$ cat src/core/tsc_defs.svh
`ifndef TSC_DEFS_SVH
`define TSC_DEFS_SVH
`define TSC_CLK_MHZ 25
`define TSC_CONV12_US 10
`define TSC_CONV8_US 7
`define TSC_CONV12_CYC (`TSC_CONV12_US * `TSC_CLK_MHZ)
`define TSC_CONV8_CYC (`TSC_CONV8_US * `TSC_CLK_MHZ)
`define TSC_HS_CODE 5'h01
`define TSC_CMD_MODE_BIT 1
`define TSC_CMD_PD0_BIT 2
`define TSC_CMD_PD1_BIT 3
`define TSC_CMD_CFG_LSB 4
`define TSC_ADDR_RST 7'h48
`endif

$ cat src/core/tsc_pkg.sv
package tsc_pkg;
    typedef struct packed {
        logic [3:0] input_config_code;
        logic refer_powerdown_bit;
        logic driver_powerdown_bit;
        logic mode_8bit;
    } tsc_cmd_t;
    typedef enum logic [6:0] {
        ST_IDLE = 7'b0000001,
        ST_ADDR = 7'b0000010,
        ST_AACK = 7'b0000100,
        ST_CMD = 7'b0001000,
        ST_CACK = 7'b0010000,
        ST_TX = 7'b0100000,
        ST_MACK = 7'b1000000
    } tsc_state_t;
endpackage

$ cat src/core/tsc_ctrl.sv
// Functional notes
// - Master sends 00001xxx after Start; device does not ack, enters high-speed.
// - High-speed persists across repeated Starts until a Stop.
// - Read before conversion end: hold SCL low until result latched.
// - Results are unsigned straight binary codes.
// - Mode bit set: 8-bit conversion, whole result in one byte.
// - 8-bit conversion is four bit steps shorter than 12-bit.
// - Powered down with driver bit clear: pen path armed to X-plus.
// - Armed and touched: pen interrupt output driven low.
// - X, Y, Z measurements disconnect pen pulldown path.
// - Driver-only commands disable detection and force pen output low.
// - Last command with driver bit set keeps pen detection disabled.
// - Pen interrupt disabled on write-address acknowledge.
// - Driver bit clear: re-enable at conversion end, 10 or 7 us after.
// - 12-bit read: bits 11..4, then bits 3..0 and four zeros.
// - Mode bit clear selects 12-bit, set selects 8-bit.
// - Power-down bits select state entered after the command.
`timescale 1ns/1ns
`include "tsc_defs.svh"
module tsc_ctrl
(
    input wire logic mclk,
    input wire logic rst,
    // Bus pins
    input wire logic scl_i,
    output logic scl_o,
    output logic scl_oe_n,
    input wire logic sda_i,
    output logic sda_o,
    output logic sda_oe_n,
    // Address strap and panel
    input wire logic [6:0] dev_addr,
    input wire logic touch_detect,
    input wire logic [11:0] adc_code,
    // Status
    output logic pen_touch_irq_n,
    output logic hs_mode,
    output logic conv_busy,
    output tsc_pkg::tsc_cmd_t cur_cmd
);
    import tsc_pkg::*;

    logic [2:0] scl_s_q;
    logic [2:0] sda_s_q;
    always_ff @(posedge mclk or posedge rst)
    begin
        if (rst)
        begin
            scl_s_q <= 3'h7;
            sda_s_q <= 3'h7;
        end
        else
        begin
            scl_s_q <= {scl_s_q[1:0], scl_i};
            sda_s_q <= {sda_s_q[1:0], sda_i};
        end
    end
    wire scl = scl_s_q[1];
    wire sda = sda_s_q[1];
    wire scl_rise = scl_s_q[1] & ~scl_s_q[2];
    wire scl_fall = ~scl_s_q[1] & scl_s_q[2];
    wire start_c = scl && scl_s_q[2] && !sda && sda_s_q[2];
    wire stop_c = scl && scl_s_q[2] && sda && !sda_s_q[2];

    tsc_state_t state_q;
    logic [7:0] sh_q;
    logic [3:0] bit_q;
    logic rw_q;
    logic cmd_seen_q;
    logic hs_q;
    logic sda_low_q;
    logic [7:0] tx_q;
    logic byte_q;
    logic [11:0] res_q;
    logic res_valid_q;
    logic [8:0] cnt_q;
    logic busy_q;
    logic wr_hold_q;
    logic stretch;

    function automatic logic is_driver_only(input logic [3:0] c);
        is_driver_only = (c[3:2] == 2'b10) && (c[1:0] != 2'b11);
    endfunction
    function automatic logic is_measure(input logic [3:0] c);
        is_measure = (c[3:2] == 2'b11);
    endfunction

    wire byte_done = scl_rise && (bit_q == 4'h7);
    wire [7:0] sh_next = {sh_q[6:0], sda};

    // Bit and byte sequencing
    always_ff @(posedge mclk or posedge rst)
    begin
        if (rst)
        begin
            state_q <= ST_IDLE;
            sh_q <= 8'h00;
            bit_q <= 4'h0;
            rw_q <= 1'b0;
            byte_q <= 1'b0;
        end
        else if (start_c)
        begin
            state_q <= ST_ADDR;
            bit_q <= 4'h0;
        end
        else if (stop_c)
        begin
            state_q <= ST_IDLE;
        end
        else
        begin
            case (state_q)
                ST_IDLE:
                    state_q <= ST_IDLE;
                ST_ADDR:
                    if (scl_rise)
                    begin
                        sh_q <= sh_next;
                        bit_q <= (bit_q == 4'h7) ? 4'h0 : bit_q + 4'h1;
                        if (bit_q == 4'h7)
                        begin
                            rw_q <= sda;
                            byte_q <= 1'b0;
                            // High-speed code left unacknowledged
                            if (sh_next[7:3] == `TSC_HS_CODE)
                                state_q <= ST_IDLE;
                            else if (sh_next[7:1] == dev_addr)
                                state_q <= ST_AACK;
                            else
                                state_q <= ST_IDLE;
                        end
                    end
                ST_AACK:
                    if (scl_fall && bit_q == 4'h8)
                    begin
                        bit_q <= 4'h0;
                        state_q <= rw_q ? ST_TX : ST_CMD;
                    end
                    else if (scl_fall)
                        bit_q <= 4'h8;
                ST_CMD:
                    if (scl_rise)
                    begin
                        sh_q <= sh_next;
                        bit_q <= (bit_q == 4'h7) ? 4'h0 : bit_q + 4'h1;
                        if (bit_q == 4'h7)
                            state_q <= cmd_seen_q ? ST_IDLE : ST_CACK;
                    end
                ST_CACK:
                    if (scl_fall && bit_q == 4'h8)
                    begin
                        bit_q <= 4'h0;
                        state_q <= ST_CMD;
                    end
                    else if (scl_fall)
                        bit_q <= 4'h8;
                ST_TX:
                    if (scl_rise)
                    begin
                        bit_q <= bit_q + 4'h1;
                        if (bit_q == 4'h7)
                            state_q <= ST_MACK;
                    end
                ST_MACK:
                    if (scl_rise)
                    begin
                        bit_q <= 4'h0;
                        byte_q <= ~byte_q;
                        state_q <= sda ? ST_IDLE : ST_TX;
                    end
                default:
                    state_q <= ST_IDLE;
            endcase
        end
    end

    // High-speed mode tracking
    always_ff @(posedge mclk or posedge rst)
    begin
        if (rst)
            hs_q <= 1'b0;
        else if (stop_c)
            hs_q <= 1'b0;
        else if (state_q == ST_ADDR && byte_done && sh_next[7:3] == `TSC_HS_CODE)
            hs_q <= 1'b1;
    end

    // Command capture; later bytes before Stop/Start are not acked
    logic [7:0] cmd_raw_q;
    logic cmd_pend_q;
    always_ff @(posedge mclk or posedge rst)
    begin
        if (rst)
        begin
            cmd_raw_q <= 8'h00;
            cmd_seen_q <= 1'b0;
            cmd_pend_q <= 1'b0;
        end
        else if (start_c || stop_c)
        begin
            cmd_seen_q <= 1'b0;
            cmd_pend_q <= 1'b0;
        end
        else if (state_q == ST_CMD && byte_done && !cmd_seen_q)
        begin
            cmd_raw_q <= sh_next;
            cmd_seen_q <= 1'b1;
            cmd_pend_q <= 1'b1;
        end
    end

    // Power-down and mode bits take effect at terminating Stop/Start
    always_ff @(posedge mclk or posedge rst)
    begin
        if (rst)
            cur_cmd <= '0;
        else if ((start_c || stop_c) && cmd_pend_q)
        begin
            cur_cmd.input_config_code <= cmd_raw_q[7:`TSC_CMD_CFG_LSB];
            cur_cmd.refer_powerdown_bit <= cmd_raw_q[`TSC_CMD_PD1_BIT];
            cur_cmd.driver_powerdown_bit <= cmd_raw_q[`TSC_CMD_PD0_BIT];
            cur_cmd.mode_8bit <= cmd_raw_q[`TSC_CMD_MODE_BIT];
        end
    end

    // Conversion timing, 8-bit shorter
    wire conv_go = (start_c || stop_c) && cmd_pend_q;
    always_ff @(posedge mclk or posedge rst)
    begin
        if (rst)
        begin
            cnt_q <= 9'h000;
            busy_q <= 1'b0;
        end
        else if (conv_go)
        begin
            busy_q <= 1'b1;
            cnt_q <= cmd_raw_q[`TSC_CMD_MODE_BIT] ? 9'(`TSC_CONV8_CYC - 1) :
                9'(`TSC_CONV12_CYC - 1);
        end
        else if (busy_q)
        begin
            if (cnt_q == 9'h000)
                busy_q <= 1'b0;
            else
                cnt_q <= cnt_q - 9'h001;
        end
    end
    wire conv_end = busy_q && (cnt_q == 9'h000);

    // Result latch; straight binary, 8-bit keeps top bits
    always_ff @(posedge mclk or posedge rst)
    begin
        if (rst)
        begin
            res_q <= 12'h000;
            res_valid_q <= 1'b0;
        end
        else if (conv_go)
            res_valid_q <= 1'b0;
        else if (conv_end)
        begin
            res_q <= cur_cmd.mode_8bit ? {adc_code[11:4], 4'h0} : adc_code;
            res_valid_q <= 1'b1;
        end
    end

    // Transmit shifter
    always_ff @(posedge mclk or posedge rst)
    begin
        if (rst)
            tx_q <= 8'h00;
        else if ((state_q == ST_AACK && rw_q) || (state_q == ST_MACK))
            tx_q <= (cur_cmd.mode_8bit || state_q == ST_AACK || byte_q) ?
                res_q[11:4] : {res_q[3:0], 4'h0};
        else if (state_q == ST_TX && stretch && conv_end)
            tx_q <= adc_code[11:4];
        else if (state_q == ST_TX && scl_fall && bit_q != 4'h0)
            tx_q <= {tx_q[6:0], 1'b0};
    end

    // Stretch SCL low while result pending on a read
    always_ff @(posedge mclk or posedge rst)
    begin
        if (rst)
            stretch <= 1'b0;
        else if (state_q == ST_TX && bit_q == 4'h0 && !byte_q && !res_valid_q && !scl)
            stretch <= 1'b1;
        else if (res_valid_q || state_q != ST_TX)
            stretch <= 1'b0;
    end

    // SDA drive
    always_ff @(posedge mclk or posedge rst)
    begin
        if (rst)
            sda_low_q <= 1'b0;
        else if (state_q == ST_AACK || state_q == ST_CACK)
            sda_low_q <= (bit_q == 4'h8) || !scl;
        else if (state_q == ST_TX)
            sda_low_q <= !tx_q[7];
        else if (state_q == ST_MACK)
            sda_low_q <= sda_low_q && scl; // Last bit held until SCL falls
        else
            sda_low_q <= 1'b0;
    end

    // Pen detection enable
    always_ff @(posedge mclk or posedge rst)
    begin
        if (rst)
            wr_hold_q <= 1'b0;
        else if (state_q == ST_AACK && !rw_q)
            wr_hold_q <= 1'b1;
        else if (conv_end)
            wr_hold_q <= 1'b0;
    end
    wire pen_path = !wr_hold_q && !cur_cmd.driver_powerdown_bit
        && !(busy_q && is_measure(cur_cmd.input_config_code));
    wire force_low = is_driver_only(cur_cmd.input_config_code);
    logic pen_q;
    always_ff @(posedge mclk or posedge rst)
    begin
        if (rst)
            pen_q <= 1'b1;
        else
            pen_q <= force_low ? 1'b0 : !(pen_path && touch_detect);
    end

    assign pen_touch_irq_n = pen_q;
    assign scl_o = 1'b0;
    assign scl_oe_n = !stretch;
    assign sda_o = 1'b0;
    assign sda_oe_n = !sda_low_q;
    assign hs_mode = hs_q;
    assign conv_busy = busy_q;
endmodule

$ cat config.mk
export PLATFORM = sky130hd
export DESIGN_NAME = tsc_ctrl
export DESIGN_NICKNAME = d
export VERILOG_FILES = /design/src/core/tsc_pkg.sv /design/src/core/tsc_ctrl.sv
export VERILOG_INCLUDE_DIRS = /design/src /design/src/core
export SDC_FILE = /design/constraint.sdc
export NUM_CORES = 1
export LEC_CHECK = 0
export BUFFER_PORTS_ARGS = -buffer_cell sky130_fd_sc_hd__buf_2
export CORE_UTILIZATION = 25
export CTS_CLUSTER_SIZE = 30
export DETAILED_ROUTE_END_ITERATION = 12
export PLACE_DENSITY_LB_ADDON = 0.08
export RECOVER_POWER = 100
export SYNTH_ARGS = -nofsm -noshare
export SYNTH_HDL_FRONTEND = slang
export SYNTH_SLANG_ARGS = --single-unit
$ cat constraint.sdc
create_clock -name mclk -period 2.2 [get_ports mclk]
set_input_delay 0.11 -clock mclk [delete_from_list [all_inputs] [get_ports mclk]]
set_output_delay 0.11 -clock mclk [all_outputs]
set_load 0.05 [all_outputs]
==> reports/metrics.cfg <==
[detailed_routing]
post_drt_wl_per_cell_um=15.65
dr.first_iter.drc_count=95
ant_nets=0
dr.pass1.iters=4
wirelength_um=10860
avgViaCountPerCell=4.676
via_count=3245
drc=0

[worst_hold_path]
holdCritPathClass=primary input to register
hp-start=adc_code[0]

[timing]
timing.fmax_ghz=0.4674
skew_ps=6.023
min_period_ps=2140
finalMaxSlewViolations=0
hold_viol=0
setup_viol=0
period_share_pct=97.26
rsz0062_at_grt=yes

[clock_network]
h-tree-depth=3
insertion_delay_ps=340
clock-sinks=77
numCtsBuffers=9
ctsRootBufferMaster=clkbuf_16
clockBufferDepth=2
clk_pin_slew_ps=60
cts_tree=built

[logic_synthesis]
synth-edff-count=0
yosys.area.top_type=dfrtp_1
synthArstFlopShare_pct=100.0
yosysSeqAreaShare_pct=49.14
synth.area.top_cells=dfrtp_1 (44%), mux2_2 (7.4%), dfstp_2 (5.3%)
netlist_instances=382
syn-cell-area_um2=3941
synth_top_cell_area_share_pct=43.81
avgSynthCellArea_um2=10.32
yosys.cell_count.top_type=dfrtp_1
synth-seq-cells=77
synthDistinctLibCells=59
ys.flop_type=dfrtp_1
synth_common_cells=dfrtp_1 (69), nand2_1 (49), mux2_2 (26)
synth_warnings=0

[worst_setup_path]
timing.rr.start=state_q[6]$_DFFE_PP0P_
cpMaxStageDelayCell=or4_4
crit_required_ps=2420
cp_max_fo=5
arrival_ps=2360
end_kind=register
cp-startpoint=state_q[6]$_DFFE_PP0P_
crit_path_start_kind=register
cpMostUsedCell=buf_6
critical_path_class=register to register
cpPeakStageDelay_ps=590
crit_path_cell_trace=or4_4 -> buf_6 -> o31ai_4 -> buf_6 -> mux2_2 -> nor2_1 -> o31ai_1

[cells_and_area]
postLayoutCoreUtil_pct=34.48
final_cells=694
diodes=0
drive_above_1_share_pct=35.40
finalNetCount=506
syn2layout_area_growth_pct=33.97
design_area_um2=5280

[global_routing]
track_usage_pct=14.40
grt_pass1_vias=3406
antenna_found_initial=0
grt_max_degree=78
overflow=0
grt_pass1_wl_um=17860

[placed_design]
dp_cells=673
port_buffers=35
gp_congestion=0.7919
placed_cell_area_um2=4796
hpwl_um=7908

[die]
die-width_um=127.6
dieArea_um2=16270
start_util_pct=25.74
core_um2=15310
num_rows=45
ioPinCount=38
die_h_um=127.6

[power]
ir_drop_uv=339.0
pwr_density_cell_nw_per_um2=613.1
p_leak_nw=2.420

[job]
drv_cap=0

[run_status]
run_status=complete, no violations

sequential cells by signal (all words and copies together), names as in the netlist, 3 cells and up:
register,flops
cnt_q,9
sh_q,7
cur_cmd,7
bit_q,4
state_q,7
scl_s_q,3
res_q,12
sda_s_q,3
cmd_raw_q,7
tx_q,8
critical path: cells and delay by family (launching register included):
family,cells,cell delay [ps]
muxes,1,330
DFF,1,410
and+or+nand+nor,2,680
buffers and inverters,2,300
AOI/OAI and AO/OA,2,290
timing repair:
item / 4_1_cts / 5_1_grt
pin swaps: 1 / 6
hold buffers: 4 / 0
setup endpoints to repair: 14 / 24
gates resized for setup: 5 / 19
endpoints found under the hold margin: 72 / 0
buffers inserted: 1 / 3
kinds of logic after synthesis:
logic type / Yosys count / synth area share [%]
flops: 77 / 49.14
simple gates: 156 / 21.62
fa+ha+maj: 3 / 0.9525
mux: 31 / 8.698
compound gates: 68 / 12.25
xor+xnor: 18 / 4.000
other cells: 1 / 0.09515
buf+inv: 28 / 3.238
final timing paths:
path | end | slack (ps) | depth (start not counted)
worst max-delay path | tx_q[5]$_DFFE_PP0P_ | 60 | 7
worst min-delay path | res_q[0]$_DFFE_PP0P_ | 20 | 3
worst max register to register | tx_q[5]$_DFFE_PP0P_ | 60 | 7
worst min register to register | scl_s_q[1]$_DFF_PP1_ | 360 | 0
max in group asynchronous | scl_s_q[1]$_DFF_PP1_ | 1410 | 4
min in group asynchronous | res_q[1]$_DFFE_PP0P_ | 400 | 4
final cells by class:
type	instances	area, µm²
Timing Repair Buffer	101	711.9
Clock inverter	4	72.57
Sequential cell	77	1937
Fill cell	1609	10030
Inverter	12	46.29
Tap cell	211	264.0
Clock buffer	11	242.7
Multi-Input combinational cell	278	2006
layout by cell type (no fill, tap or decap), types with 5 or more instances in the layout:
master / netlist / routed
and4_1: 6 / 6
o21ai_0: 12 / 12
nor3_1: 9 / 8
buf_4: 2 / 56
dfstp_2: 8 / 7
xor2_1: 8 / 8
nand2b_1: 10 / 10
o211ai_1: 6 / 6
inv_1: 12 / 11
nand4_1: 10 / 10
o31ai_1: 8 / 6
a21oi_1: 13 / 12
nand2_1: 49 / 48
buf_2: 0 / 35
and2_1: 5 / 5
nor2_1: 21 / 19
clkbuf_16: 0 / 9
xnor2_1: 10 / 9
buf_6: 2 / 5
mux2_2: 26 / 23
nand3_1: 12 / 10
mux2i_1: 5 / 5
dfrtp_1: 69 / 69
power breakdown:
group	internal (mW)	switching, mW
Clock	1.02	0.600
Sequential	1.44	0.0219
Combinational	0.0666	0.0885
per-layer routing:
metal  wire length (µm)  part of all wire [%]  global-route usage, %
met1               5380                    50                  19.88
met2               4950                    46                  21.83
met3                321                   3.0                  2.178
met4                207                   1.9                  7.353
met5                  0                     0                      0
through the flow:
step	setup TNS [ps]	total power, mW	setup WS, ps	hold WS [ps]
finish	0	3.237	60.34	15.51
global route	-13.47	3.361	-9.439	11.41
CTS	0	3.287	8.608	5.560
detailed placement	-227.9	1.641	-37.50	218.6
global placement	-274.0	1.641	-64.96	215.7
floorplan	-70.14	1.572	-43.98	114.5
Note: power is estimated with default switching activity, not from simulation.
